### src/hw/cic_regs.svh
`ifndef CIC_REGS_SVH
`define CIC_REGS_SVH

// Word addresses on the register bus
`define CIC_ADDR_CTRL 4'h0
`define CIC_ADDR_INCFG 4'h1
`define CIC_ADDR_PRE_A 4'h2
`define CIC_ADDR_PRE_B 4'h3
`define CIC_ADDR_CNT_A 4'h4
`define CIC_ADDR_CNT_B 4'h5
`define CIC_ADDR_DISP 4'h6
`define CIC_ADDR_ZERO 4'h7
`define CIC_ADDR_SSOFS 4'h8
`define CIC_ADDR_MIN 4'h9
`define CIC_ADDR_MAX 4'hA
`define CIC_ADDR_STAT 4'hB

// Field positions
`define CIC_CTRL_MODE_LSB 0
`define CIC_CTRL_PSEL_LSB 4
`define CIC_IN1_CMD_LSB 0
`define CIC_IN1_TRG_LSB 4
`define CIC_IN2_CMD_LSB 8
`define CIC_IN2_TRG_LSB 12
`define CIC_IN3_CMD_LSB 16
`define CIC_IN3_TRG_LSB 20

// Reset values and fixed settings
`define CIC_CTRL_RST 32'h0000_0000
`define CIC_INCFG_RST 32'h0000_1010
`define CIC_IN3_CMD 4'h9
`define CIC_IN3_TRG 2'h1

// Timing
`define CIC_CLK_HZ 25000000
`define CIC_FACTORY_HOLD_MS 1000
`define CIC_FACTORY_HOLD_CYC ((`CIC_FACTORY_HOLD_MS) * (`CIC_CLK_HZ / 1000))

`endif

### src/hw/cic_pkg.sv
package cic_pkg;
  typedef enum logic [1:0] {CIC_TRIG_LOW, CIC_TRIG_HIGH, CIC_TRIG_RISE, CIC_TRIG_FALL} cic_trig_t;
  typedef enum logic [3:0] {
    CIC_CMD_NONE, CIC_CMD_SET, CIC_CMD_FREEZE, CIC_CMD_ZERO, CIC_CMD_SET_A,
    CIC_CMD_SET_B, CIC_CMD_LOCK_A, CIC_CMD_LOCK_B, CIC_CMD_CLR_MM, CIC_CMD_FACTORY
  } cic_cmd_t;
  typedef enum logic [1:0] {CIC_MODE_SSI, CIC_MODE_COUNTER, CIC_MODE_STARTSTOP} cic_mode_t;

  // Level settings are the two static ones
  function automatic logic cic_is_level(input cic_trig_t t);
    return (t == CIC_TRIG_LOW) || (t == CIC_TRIG_HIGH);
  endfunction : cic_is_level
endpackage : cic_pkg

### src/hw/cic_trig_if.sv
`timescale 1ns/1ps
interface cic_trig_if;
  import cic_pkg::*;
  cic_trig_t cfg;
  logic active;
  logic fire;
  logic held;
  modport det (input cfg, output active, fire, held);
  modport use_side (output cfg, input active, fire, held);
endinterface : cic_trig_if

### src/hw/cic_trig.sv
`timescale 1ns/1ps
`include "cic_regs.svh"
module cic_trig import cic_pkg::*; #(
  parameter int unsigned HOLD = `CIC_FACTORY_HOLD_CYC
) (
  input wire logic clk_i,  // System clock
  input wire logic srst_i, // Sync reset, high
  input wire logic pin_i,  // Raw control input
  cic_trig_if.det bus      // Trigger results
);
  typedef struct packed {
    logic s1;
    logic s2;
    logic prev;
    logic act;
    logic fire;
    logic held;
    logic [31:0] cnt;
  } cic_trig_state_t;

  cic_trig_state_t s, next_s;
  logic lvl_on;

  // Only s2 and its delayed copy prev feed detection; s1 is read by s2 alone
  always_comb begin
    next_s = s;
    next_s.s1 = pin_i;
    next_s.s2 = s.s1;
    next_s.prev = s.s2;
    lvl_on = (bus.cfg == CIC_TRIG_LOW) ? !s.s2 : s.s2;
    next_s.act = cic_is_level(bus.cfg) && lvl_on;
    case (bus.cfg)
      CIC_TRIG_RISE: next_s.fire = s.s2 && !s.prev;
      CIC_TRIG_FALL: next_s.fire = !s.s2 && s.prev;
      default: next_s.fire = next_s.act && !s.act;
    endcase
    // Hold timer restarts on any gap in the active level
    if (!next_s.act) begin
      next_s.cnt = '0;
    end else if (s.cnt < HOLD) begin
      next_s.cnt = s.cnt + 32'h0000_0001;
    end
    next_s.held = next_s.act && (next_s.cnt >= HOLD);
  end

  always_ff @(posedge clk_i) begin
    if (srst_i) begin
      s <= '0;
    end else begin
      s <= next_s;
    end
  end

  assign bus.active = s.act;
  assign bus.fire = s.fire;
  assign bus.held = s.held;
endmodule : cic_trig

### src/hw/cic_pinsel.sv
`timescale 1ns/1ps
module cic_pinsel (
  input wire logic [3:0] sel_i, // Top-pin function select
  input wire logic d25_i,       // Data bit 25
  input wire logic d24_i,       // Data bit 24
  input wire logic err_i,       // Error flag, high active
  input wire logic stab_i,      // Data-stable flag, high active
  output logic upper_o,         // Line of bit 25
  output logic lower_o          // Line of bit 24
);
  // Invert a flag for its low-active form
  function automatic logic cic_pol(input logic v, input logic low);
    return low ? !v : v;
  endfunction : cic_pol

  // Unlisted codes fall back to plain data
  always_comb begin
    upper_o = d25_i;
    lower_o = d24_i;
    case (sel_i)
      4'h1: upper_o = err_i;
      4'h2: upper_o = cic_pol(err_i, 1'b1);
      4'h3: begin
        upper_o = err_i;
        lower_o = cic_pol(err_i, 1'b1);
      end
      4'h4, 4'h5: upper_o = cic_pol(stab_i, sel_i[0]);
      4'h6, 4'h7, 4'h8, 4'h9: begin
        upper_o = cic_pol(stab_i, sel_i == 4'h8 || sel_i == 4'h9);
        lower_o = cic_pol(err_i, sel_i == 4'h7 || sel_i == 4'h9);
      end
      4'hA: begin
        upper_o = stab_i;
        lower_o = cic_pol(stab_i, 1'b1);
      end
      default: begin
        upper_o = d25_i;
        lower_o = d24_i;
      end
    endcase
  end
endmodule : cic_pinsel

### src/hw/cic_top.sv
`timescale 1ns/1ps
`include "cic_regs.svh"
module cic_top import cic_pkg::*; #(
  parameter int unsigned HOLD_CYCLES = `CIC_FACTORY_HOLD_CYC
) (
  input wire logic clk_i,                  // System clock, 25 MHz
  input wire logic srst_i,                 // Sync reset, high
  input wire logic [3:0] avs_address_i,    // Word address
  input wire logic avs_read_i,             // Read request
  input wire logic avs_write_i,            // Write request
  input wire logic [31:0] avs_writedata_i, // Write data
  output logic [31:0] avs_readdata_o,      // Read data
  output logic avs_waitrequest_o,          // Stall
  input wire logic [2:0] ctrl_in_i,        // Control input pins
  input wire logic [31:0] pos_i,           // Current position, signed
  input wire logic cnt_a_inc_i,            // Count pulse channel A
  input wire logic cnt_b_inc_i,            // Count pulse channel B
  input wire logic error_i,                // Error flag
  input wire logic data_stable_i,          // Data-stable flag
  output logic [24:0] par_o,               // Parallel output, bit 1 at 0
  output logic factory_restore_o,          // Factory restore pulse
  output logic nv_store_o                  // Store offset pulse
);
  typedef struct packed {
    logic ack;
    logic [31:0] rdata;
    logic [1:0] mode;
    logic [3:0] psel;
    logic [3:0] cmd1;
    logic [1:0] trg1;
    logic [3:0] cmd2;
    logic [1:0] trg2;
    logic [31:0] pre_a;
    logic [31:0] pre_b;
    logic [31:0] cnt_a;
    logic [31:0] cnt_b;
    logic [31:0] disp;
    logic [31:0] zero;
    logic [31:0] ss_ofs;
    logic [31:0] vmin;
    logic [31:0] vmax;
    logic [24:0] par;
    logic fac_seen;
    logic fac;
    logic nv;
  } cic_top_state_t;

  cic_top_state_t s, next_s;
  // Nets, since each detector drives its own bit
  wire logic [2:0] act, fire, held;
  cic_cmd_t cmd [3];
  cic_trig_t trg [3];
  logic frz, lock_a, lock_b, load_a, load_b, clr_mm, fac_req;
  logic cap_disp, cap_zero, cap_ss;
  logic [31:0] val;
  logic up_line, low_line;
  logic req;

  // Input three ignores configuration entirely
  assign cmd[0] = cic_cmd_t'(s.cmd1);
  assign trg[0] = cic_trig_t'(s.trg1);
  assign cmd[1] = cic_cmd_t'(s.cmd2);
  assign trg[1] = cic_trig_t'(s.trg2);
  assign cmd[2] = cic_cmd_t'(`CIC_IN3_CMD);
  assign trg[2] = cic_trig_t'(`CIC_IN3_TRG);

  // One detector per control input
  for (genvar g = 0; g < 3; g++) begin : g_in
    cic_trig_if tif ();
    assign tif.cfg = trg[g];
    assign act[g] = tif.active;
    assign fire[g] = tif.fire;
    assign held[g] = tif.held;
    cic_trig #(
      .HOLD(HOLD_CYCLES)
    ) u_trig (
      .clk_i(clk_i),
      .srst_i(srst_i),
      .pin_i(ctrl_in_i[g]),
      .bus(tif.det)
    );
  end

  // Command decode; static commands need a level setting
  always_comb begin
    frz = 1'b0;
    lock_a = 1'b0;
    lock_b = 1'b0;
    load_a = 1'b0;
    load_b = 1'b0;
    clr_mm = 1'b0;
    fac_req = 1'b0;
    cap_disp = 1'b0;
    cap_zero = 1'b0;
    cap_ss = 1'b0;
    for (int g = 0; g < 3; g++) begin
      case (cmd[g])
        CIC_CMD_SET: begin
          if (fire[g]) begin
            cap_disp = cap_disp || (s.mode == CIC_MODE_SSI);
            load_a = load_a || (s.mode == CIC_MODE_COUNTER);
            load_b = load_b || (s.mode == CIC_MODE_COUNTER);
            cap_ss = cap_ss || (s.mode == CIC_MODE_STARTSTOP);
          end
        end
        CIC_CMD_FREEZE: frz = frz || act[g];
        CIC_CMD_ZERO: cap_zero = cap_zero || (fire[g] && s.mode == CIC_MODE_SSI);
        CIC_CMD_SET_A: load_a = load_a || (fire[g] && s.mode == CIC_MODE_COUNTER);
        CIC_CMD_SET_B: load_b = load_b || (fire[g] && s.mode == CIC_MODE_COUNTER);
        CIC_CMD_LOCK_A: lock_a = lock_a || (act[g] && s.mode == CIC_MODE_COUNTER);
        CIC_CMD_LOCK_B: lock_b = lock_b || (act[g] && s.mode == CIC_MODE_COUNTER);
        CIC_CMD_CLR_MM: clr_mm = clr_mm || fire[g];
        CIC_CMD_FACTORY: fac_req = fac_req || held[g];
        default: ;
      endcase
    end
  end

  // Value shown on the parallel lines
  always_comb begin
    case (s.mode)
      CIC_MODE_COUNTER: val = s.cnt_a;
      CIC_MODE_STARTSTOP: val = pos_i + s.ss_ofs;
      default: val = pos_i - s.zero + s.disp;
    endcase
  end

  cic_pinsel u_pinsel (
    .sel_i(s.psel),
    .d25_i(val[24]),
    .d24_i(val[23]),
    .err_i(error_i),
    .stab_i(data_stable_i),
    .upper_o(up_line),
    .lower_o(low_line)
  );

  assign req = avs_read_i || avs_write_i;

  // Next state: bus first, then command effects win over bus writes
  always_comb begin
    next_s = s;
    next_s.ack = req && !s.ack;
    if (req && !s.ack) begin
      case (avs_address_i)
        `CIC_ADDR_CTRL: next_s.rdata = {24'h00_0000, s.psel, 2'h0, s.mode};
        `CIC_ADDR_INCFG: next_s.rdata = {10'h000, `CIC_IN3_TRG, `CIC_IN3_CMD,
                                         2'h0, s.trg2, s.cmd2, 2'h0, s.trg1, s.cmd1};
        `CIC_ADDR_PRE_A: next_s.rdata = s.pre_a;
        `CIC_ADDR_PRE_B: next_s.rdata = s.pre_b;
        `CIC_ADDR_CNT_A: next_s.rdata = s.cnt_a;
        `CIC_ADDR_CNT_B: next_s.rdata = s.cnt_b;
        `CIC_ADDR_DISP: next_s.rdata = s.disp;
        `CIC_ADDR_ZERO: next_s.rdata = s.zero;
        `CIC_ADDR_SSOFS: next_s.rdata = s.ss_ofs;
        `CIC_ADDR_MIN: next_s.rdata = s.vmin;
        `CIC_ADDR_MAX: next_s.rdata = s.vmax;
        `CIC_ADDR_STAT: next_s.rdata = {26'h000_0000, act, lock_b, lock_a, frz};
        default: next_s.rdata = 32'h0000_0000;
      endcase
    end
    if (avs_write_i && s.ack) begin
      case (avs_address_i)
        `CIC_ADDR_CTRL: begin
          next_s.mode = avs_writedata_i[`CIC_CTRL_MODE_LSB +: 2];
          next_s.psel = avs_writedata_i[`CIC_CTRL_PSEL_LSB +: 4];
        end
        `CIC_ADDR_INCFG: begin
          next_s.cmd1 = avs_writedata_i[`CIC_IN1_CMD_LSB +: 4];
          next_s.trg1 = avs_writedata_i[`CIC_IN1_TRG_LSB +: 2];
          next_s.cmd2 = avs_writedata_i[`CIC_IN2_CMD_LSB +: 4];
          next_s.trg2 = avs_writedata_i[`CIC_IN2_TRG_LSB +: 2];
        end
        `CIC_ADDR_PRE_A: next_s.pre_a = avs_writedata_i;
        `CIC_ADDR_PRE_B: next_s.pre_b = avs_writedata_i;
        `CIC_ADDR_DISP: next_s.disp = avs_writedata_i;
        `CIC_ADDR_ZERO: next_s.zero = avs_writedata_i;
        `CIC_ADDR_SSOFS: next_s.ss_ofs = avs_writedata_i;
        default: ;
      endcase
    end
    // Counters: a preset beats a count pulse in the same cycle
    if (load_a) begin
      next_s.cnt_a = s.pre_a;
    end else if (cnt_a_inc_i && !lock_a) begin
      next_s.cnt_a = s.cnt_a + 32'h0000_0001;
    end
    if (load_b) begin
      next_s.cnt_b = s.pre_b;
    end else if (cnt_b_inc_i && !lock_b) begin
      next_s.cnt_b = s.cnt_b + 32'h0000_0001;
    end
    if (cap_disp) begin
      next_s.disp = pos_i - s.zero;
    end
    if (cap_zero) begin
      next_s.zero = pos_i;
    end
    if (cap_ss) begin
      next_s.ss_ofs = val;
    end
    next_s.nv = cap_ss;
    // Output and extremes hold still while frozen; a min/max clear still resets the extremes
    if (!frz) begin
      next_s.par = {up_line, low_line, val[22:0]};
      if ($signed(val) < $signed(s.vmin)) begin
        next_s.vmin = val;
      end
      if ($signed(val) > $signed(s.vmax)) begin
        next_s.vmax = val;
      end
    end
    if (clr_mm) begin
      next_s.vmin = val;
      next_s.vmax = val;
    end
    // One pulse per hold; restore also drops local settings
    next_s.fac_seen = fac_req;
    next_s.fac = fac_req && !s.fac_seen;
    if (fac_req && !s.fac_seen) begin
      next_s.mode = 2'(`CIC_CTRL_RST >> `CIC_CTRL_MODE_LSB);
      next_s.psel = 4'(`CIC_CTRL_RST >> `CIC_CTRL_PSEL_LSB);
      next_s.cmd1 = 4'(`CIC_INCFG_RST >> `CIC_IN1_CMD_LSB);
      next_s.trg1 = 2'(`CIC_INCFG_RST >> `CIC_IN1_TRG_LSB);
      next_s.cmd2 = 4'(`CIC_INCFG_RST >> `CIC_IN2_CMD_LSB);
      next_s.trg2 = 2'(`CIC_INCFG_RST >> `CIC_IN2_TRG_LSB);
      next_s.pre_a = 32'h0000_0000;
      next_s.pre_b = 32'h0000_0000;
      next_s.disp = 32'h0000_0000;
      next_s.zero = 32'h0000_0000;
      next_s.ss_ofs = 32'h0000_0000;
    end
  end

  // Reset values mirror the factory defaults
  always_ff @(posedge clk_i) begin
    if (srst_i) begin
      s <= '0;
      s.trg1 <= 2'(`CIC_INCFG_RST >> `CIC_IN1_TRG_LSB);
      s.trg2 <= 2'(`CIC_INCFG_RST >> `CIC_IN2_TRG_LSB);
    end else begin
      s <= next_s;
    end
  end

  // Waitrequest drops one cycle after the request appears
  assign avs_waitrequest_o = req && !s.ack;
  assign avs_readdata_o = s.rdata;
  assign par_o = s.par;
  assign factory_restore_o = s.fac;
  assign nv_store_o = s.nv;
endmodule : cic_top

### config.mk
export PLATFORM = sky130hd
export DESIGN_NAME = cic_top
export DESIGN_NICKNAME = d
export VERILOG_FILES = /design/src/hw/cic_pkg.sv /design/src/hw/cic_trig_if.sv /design/src/hw/cic_trig.sv /design/src/hw/cic_pinsel.sv /design/src/hw/cic_top.sv
export VERILOG_INCLUDE_DIRS = /design/src /design/src/hw
export SDC_FILE = /design/constraint.sdc
export NUM_CORES = 1
export LEC_CHECK = 0
export BUFFER_PORTS_ARGS = -buffer_cell sky130_fd_sc_hd__buf_2
export CAP_MARGIN = 25
export CORE_MARGIN = 2
export CORE_UTILIZATION = 35
export CTS_CLUSTER_SIZE = 16
export DETAILED_ROUTE_END_ITERATION = 8
export GPL_TIMING_DRIVEN = 0
export HOLD_SLACK_MARGIN = 0.03
export SLEW_MARGIN = 25
export SYNTH_ARGS = -nofsm -noshare
export SYNTH_HDL_FRONTEND = slang
export SYNTH_SLANG_ARGS = --single-unit
export TNS_END_PERCENT = 100
### constraint.sdc
create_clock -name clk_i -period 13.4 [get_ports clk_i]
set_input_delay 0.67 -clock clk_i [delete_from_list [all_inputs] [get_ports clk_i]]
set_output_delay 0.67 -clock clk_i [all_outputs]
set_load 0.02 [all_outputs]
# Word-level counts from Yosys, hierarchy flattened
# Cells that the tools add are included.
# totals
register_bits	479
inputBits	79
out_inout_bits	60
elab_cells	242
# op_classes
add_sub_neg	8
magnitude_cmp	8
n_eq_ne	48
muxes	59
n_reduce_logical	79
# ops
operator	count
$mux W32	18
$pmux W32 S12	1
$add A32 B1 Y32 const B	5
$ge A32 B25 Y1 const B	3
$lt A32 B25 Y1 const B	3
$mux W96	1
$mux W89	1
$add A32 B32 Y32	2
$eq A4 B3 Y1 const B	16
$mux W64	1
$pmux W32 S2	1
$eq A4 B4 Y1 const B	11
$eq A4 B2 Y1 const B	8
$gt A32 B32 Y1	1
$lt A32 B32 Y1	1
$sub A32 B32 Y32	1
$mux W1	28
$logic_and A1 B1 Y1	22
$reduce_bool A2 Y1	10
$logic_or A1 B1 Y1	18
$reduce_and A2 Y1	9
$eq A4 B1 Y1 const B	4
$logic_not A1 Y1	12
$pmux W1 S2	6
9 further kinds	19

# Longest topological paths before layout
# Gate-level depths: netlist of the first run.
# logic_depth
depth_word	9
ltp_mapped	37
ltp_nobuf	35

# Modules after synthesis
# From an unflattened synthesis of the first run, not the netlist that was laid out.
# hier_totals
cells_unflattened	3709
area_unflattened_um2	29977.5
# modules_own_cells
module	instances	cells_per_inst	area_each_um2	seq_area_each_um2
cic_top	1	2986	23939.2	7347.0
cic_trig	3	231	1941.9	760.7
cic_pinsel	1	30	212.7	0.0

# Worst setup path before layout of the first run
# Ideal clock, no wire load.
# synth_timing
path_type	input to register
startpoint	input port pos_i[8]
endpoint	register s[43] (netlist name)
arrival_ns	6.600
required_ns	13.272
path_slack_ns	6.672
cell_stages	28
n_path_buf	1
path_cell_list	ha_1 a21o_1 a31o_2 a221o_1 or2_2 a21oi_1 o21bai_1 a21oi_1 xnor2_1 ha_1 a21o_1 a21o_1 a21o_1 a31o_2 a32o_1 a221oi_1 mux2i_1 o211ai_2 ha_1 nand4_1 nor2_1 and3_1 and4_1 or4_1 nand3_1 buf_2 mux2i_1 nor2_1
# synth_via
elab_chain_len	6
elab_cells_between_ends	10
# synth_rtl
item	line_no	rtl
from (decl)	cic_top.sv:15	input wire logic [31:0] pos_i,
$sub A32 B32 Y32	cic_top.sv:124	default: val = pos_i - s.zero + s.disp;
$add A32 B32 Y32	cic_top.sv:124	
$pmux W32 S2 (*)	cic_top.sv:121	case (s.mode)
$gt A32 B32 Y1 / $mux W32 (equally long branches)	cic_top.sv:209	if ($signed(val) > $signed(s.vmax)) begin
$reduce_bool A2 Y1 (no source line) / $mux W89 (equally long branches)	n/a	
$reduce_and A2 Y1 (no source line) / $mux W64 (equally long branches)	n/a	
to (signal assigned)	cic_top.sv:242	s <= next_s;
to (decl)	cic_top.sv:48	cic_top_state_t s, next_s;
# Mark *: on every way between the ends. The rest lies on a longest branch, timed or not. The select of a mux whose other input is x is not followed.
# A chain may end at the register's enable or synchronous reset.

# Final worst setup path of the first run
# layout_timing
startpoint	register s[137] (netlist name)
endpoint	register s[55] (netlist name)
# layout_via
elab_chain_len	6
elab_cells_between_ends	9
# layout_rtl
item	line_no
$sub A32 B32 Y32 (*)	cic_top.sv:124
$add A32 B32 Y32 (*)	cic_top.sv:124
$pmux W32 S2 (*)	cic_top.sv:121
$gt A32 B32 Y1 / $mux W32 (equally long branches)	cic_top.sv:209
$reduce_bool A2 Y1 (no source line) / $mux W89 (equally long branches)	n/a
$reduce_and A2 Y1 (no source line) / $mux W64 (equally long branches)	n/a
# Marks and branches as above.

==> run metrics, run 1 <==
outcome finished, final reports clean; Required @ worst endpoint about 14000 ps; Post-Route WL 123 mm; Final Core Density between 40 and 50%; area added between synthesis and finish 14.1%; WS Path Type reg2reg; Slew Limit Fails 0; Filler Cells Inserted 8542; TritonCTS Buffers 54; vias in the first global route roughly 27000; synth warn 0; clock network latency to the later pin of the worst-skew pair roughly 670 ps; Setup WS post-layout 4520 ps; worst-case clock skew about 53 ps; syn nets about 3900; max incr delay on CP approximately 630 ps; register area share after synthesis roughly a third; final worst-path cycle share approximately two thirds; final cell count without fillers 4962; setup repair bufs after CTS 0; initial DRC count 3253; via count a little under 30000; commonest non-fill, non-tap cell in the layout dfxtp_1; library cells used by synthesis between 90 and 100; IO Pins between 100 and 150; clk buf depth 3; PwrDens about 130 nW/µm²; Worst Reg-to-Reg Cells 33; setup tns final 0 ps; Yosys reg bits about 480; Mapped Avg Cell Area about 8.0 µm²; setup violators final 0; core area 82100 µm²; Hold WC Path Type in2reg; startpoint types flop; Clk pin slew, worst setup/hold paths 60 ps; max-cap viol count 0; Slowest cell on crit path clkbuf_1; Sink Count about 480; first-pass GRT wire length 178 mm; CTS tree built; Die H between 200 and 300 µm; htree depth 2; RSZ-0062 raised after global routing no; DIE WIDTH approximately 300 µm; Worst Hold Depth 2; Rel. slew slack around 16%; ranking of synthesized cells by area dfxtp_1, ha_1, nand2_1, nor2_1, a21oi_1; critical path endpoint category flop; CP Max Fanout 10; Syn Std Cell Area 29000 µm²; post-CTS sizing 0; Hold Fails Final Rpt 0; asr flop ratio synth 0%; First-pass DRT Iterations 8; Synth Instances ~3700; Tot GR Track Use about 28%; clk root buf clkbuf_16; pin count of the biggest net entering global routing 17; vias per cell roughly 6; PortBufs 136; area share of the largest cell type after synthesis about a third; # nets final ~4100; cts hold-fix bufs 0; Yosys top cell by area dfxtp_1; Hold Path Sink g_in[1].u_trig.next_s[36]; Congestion Overflow GR 0; Primary FF master, synth dfxtp_1; worst slew pin tran 1260 ps; DRC viols 0; initial antenna violation count 6; worst reg2reg startpoint s[137]; Critical Path AT approximately 9400 ps; dpl ws 4610 ps; routability congestion estimate from global placement around 1.0; Reg2Reg Setup Slack approximately 4500 ps; reg2reg end s[55]; # rows 105; average wire per standard cell 24.7 µm; die area roughly 85000 µm²; dpl cells just under 5000; HPWL Detailed between 90 and 100 mm; antenna viol nets, final 0; number of synthesized flops with an enable pin 0; most frequent cells in the layout dfxtp_1, nand2_1, nor2_1; Max Freq ~110 MHz; share of cells above drive strength 1 just under 9%; launch point of the worst hold path ctrl_in_i[1]; Initial Utilization approximately 35%; P_leak ~0.012 µW; Worst VDD drop 108 µV; clock period minus worst slack roughly 8900 ps
-- logic make-up (layout without fill, tap and decap cells) --
logic type               Yosys count  in the layout  share of synthesized area [%]
AO/OA/AOI/OAI                    993            993                           23.4
XOR/XNOR                         198            198                           6.00
adder cells (fa/ha/maj)          169            169                           7.36
buffers and inverters            417            657                           6.19
flip-flops                       479            479                           33.0
multiplexers                      94             94                           3.24
other                              0              2                              0
AND/OR/NAND/NOR                 1300           1300                           20.8
-- power breakdown --
part	switching [µW]	internal [µW]
clock	688	978
combinational	606	328
sequential	112	1520
-- synth_stat cells, types with 60 or more instances --
cell type	count
a211oi_1	131
a21o_1	62
a21oi_1	289
clkbuf_1	180
dfxtp_1	479
ha_1	166
inv_1	155
mux2i_1	94
nand2_1	436
nand3_1	88
nor2_1	414
nor3_1	60
o21ai_0	82
xnor2_1	74
xor2_1	123
-- routing by layer --
| layer | GRT usage (%) | up-vias | part of all wire, % |
|---|---|---|---|
| met5 | 0 | - | 0.026 |
| met4 | 18.1 | 6 | 7.9 |
| met3 | 4.50 | 406 | 8.5 |
| met2 | 42.7 | 1529 | 42 |
| met1 | 36.6 | 13800 | 41 |
| li1 | - | 13500 | - |
-- worst max-delay path: cells and delay by family, from the launching register on --
| family | cells | cell delay, ps |
|---|---|---|
| AOI/OAI and AO/OA | 18 | 4680 |
| buffers and inverters | 4 | 1030 |
| adders and majority gates | 3 | 1020 |
| xor gates and xnor gates | 1 | 170 |
| DFF | 1 | 510 |
| and+or+nand+nor | 7 | 1360 |
-- flip-flops by register name, indices dropped and copies added (netlist names) --
name                    count
g_in.tif.cfg                4
nv_store_o                  1
g_in.u_trig.bus.held        3
g_in.u_trig.bus.active      3
factory_restore_o           1
g_in.u_trig.bus.fire        2
g_in.u_trig.next_s          6
s                         296
cmd                         8
avs_readdata_o             32
g_in.u_trig.s              98
par_o                      25
-- per-stage QoR --
step	area, µm²	total power [µW]	hold WS, ps
floorplan	29000	2220	414
global placement	31100	2560	424
detailed placement	31100	2570	433
CTS	33100	4230	204
global route	33100	4400	216
finish	33100	4230	232
-- worst max path at each step --
stage                     startpoint     to  slack, ps  cells past startpoint
after CTS                     s[137]  s[55]       4840                     33
after global routing          s[137]  s[55]       4200                     33
after global placement      pos_i[0]  s[82]       4480                     33
after detailed placement    pos_i[0]  s[55]       4610                     34
after floorplan             pos_i[8]  s[43]       6670                     28
final                         s[137]  s[55]       4520                     33
-- final cells by class --
type	instances	area (µm²)	area share [%]
buffer	261	1220	3.67
inverter	156	586	1.77
tap	1070	1340	4.04
clock inverter	35	519	1.57
clock buffer	67	1460	4.41
sequential	479	9590	28.9
multi-input combinational	2754	17700	53.5
antenna	2	5.00	0.0151
timing repair buffer	138	701	2.11
No activity file was read; power rests on OpenSTA's default activity.
==> inputs of run 2 (changes only) <==
clock period = 8.3 ns   (was 13.4 ns; I/O delays follow)
==> run metrics, run 2 (synthesized netlist as in run 1, its figures left out) <==
P_leak about 0.013 µW; Hold WC Path Type in2reg; WS Path Type reg2reg; outcome finished, final reports clean; Tot GR Track Use 28.0%; vias in the first global route ~27000; setup violators final 0; Slew Limit Fails 0; share of cells above drive strength 1 a little under a tenth; DRC viols 0; dpl ws -237 ps; hold slack 72.2 ps; Max Freq about 120 MHz; Required @ worst endpoint between 8000 and 9000 ps; antenna viol nets, final 0; Reg2Reg Setup Slack between 200 and 300 ps; # nets final between 4000 and 5000; average wire per standard cell between 20 and 25 µm; Slowest cell on crit path dfxtp_1; clock period minus worst slack about 8000 ps; routability congestion estimate from global placement a little over 1; worst slew pin tran ~1200 ps; max-cap viol count 0; worst-case clock skew 51.9 ps; Final Cell Area about 33000 µm²; critical path endpoint category flop; Initial Utilization between 30% and 40%; pin count of the biggest net entering global routing 17; initial DRC count 3253; Post-Route WL 123 mm; Worst path most repeated cell a21oi_1; most frequent cells in the layout dfxtp_1, nand2_1, nor2_1; setup repair bufs after CTS 0; clk root buf clkbuf_16; Most flops, register s; final worst-path cycle share 96.6%; Congestion Overflow GR 0; Critical Path AT ~8600 ps; via count 29100; IO Pins ~140; CP Max Fanout 10; TritonCTS Buffers 54; final cell count without fillers 4965; core area between 80000 and 90000 µm²; Placed Area 31100 µm²; dpl cells 4858; clk buf depth 3; htree depth 2; First-pass DRT Iterations 9; Rel. slew slack between 20 and 25%; # rows roughly 110; Die H about 290 µm; first-pass GRT wire length 178 mm; initial antenna violation count 6; HPWL Detailed 98.1 mm; commonest non-fill, non-tap cell in the layout dfxtp_1; Hold Fails Final Rpt 0; max incr delay on CP around 510 ps; startpoint types flop; area added between synthesis and finish 14.4%; Final Core Density around two fifths; Clk pin slew, worst setup/hold paths around 60 ps; die area roughly 85000 µm²; vias per cell ~5.9; Worst VDD drop roughly 180 µV; Filler Cells Inserted ~8500; PortBufs 136; Setup WS post-layout about 280 ps; CTS tree built; clock network latency to the later pin of the worst-skew pair 670 ps; Sink Count around 480; PwrDens a little over 200 nW/µm²; max reg flops approximately 300; DIE WIDTH roughly 290 µm
run 2: cell count changes in the layout (fill, tap and decap cells not counted), sizes merged:
| cell | before | now |
|---|---|---|
| buf | 219 | 217 |
| clkbuf | 247 | 249 |
| dlygate4sd3 | 0 | 3 |
run 2: final timing paths:
kind | start | to | depth (start not counted)
max | s[137] | s[55] | 34
max reg2reg | s[137] | s[55] | 34
min reg2reg | g_in[0].u_trig.next_s[36] | g_in[0].u_trig.next_s[35] | 1
min | pos_i[27] | s[151] | 3
run 2: metal layers:
metal	global-route usage [%]	up-vias	share of wire (%)
met1	36.6	13700	42
met2	42.7	1485	42
li1	-	13500	-
met3	4.45	374	8.4
met4	18.1	6	7.7
met5	0	-	0.026
run 2: what timing repair did:
| action | CTS | global route |
|---|---|---|
| gates cloned | 0 | 0 |
| endpoints found under the setup margin | 5 | 63 |
| gates resized for setup | 2 | 18 |
| hold endpoints to repair | 3 | 0 |
| hold buffers | 3 | 0 |
run 2: cell type report:
| type | count | area [µm²] | area share [%] |
|---|---|---|---|
| Timing Repair Buffer | 141 | 731 | 2.20 |
| Inverter | 156 | 586 | 1.76 |
| Antenna cell | 2 | 5.00 | 0.0151 |
| Buffer | 261 | 1230 | 3.70 |
| Sequential cell | 479 | 9590 | 28.9 |
| Clock inverter | 35 | 519 | 1.56 |
| Tap cell | 1070 | 1340 | 4.03 |
| Multi-Input combinational cell | 2754 | 17800 | 53.5 |
| Clock buffer | 67 | 1460 | 4.40 |
run 2: worst max-delay path, delay by kind of cell (launching register included):
kind                       cells  cell delay [ps]
buffers and inverters          4              670
AOI/OAI and AO/OA             16             3770
xor gates and xnor gates       1              170
adders and majority gates      3             1040
DFF                            1              510
and+or+nand+nor               10             1730
run 2: through the flow:
stage	setup TNS, ps	power, µW
finish	0	6860
global placement	-7570	4130
floorplan	0	3580
global route	-15.1	7120
CTS	0	6820
detailed placement	-264	4140
run 2: where the power goes:
part	leakage [µW]	internal, µW	switching, µW
Clock	0.000975	1580	1110
Combinational	0.00769	544	982
Sequential	0.00388	2460	180
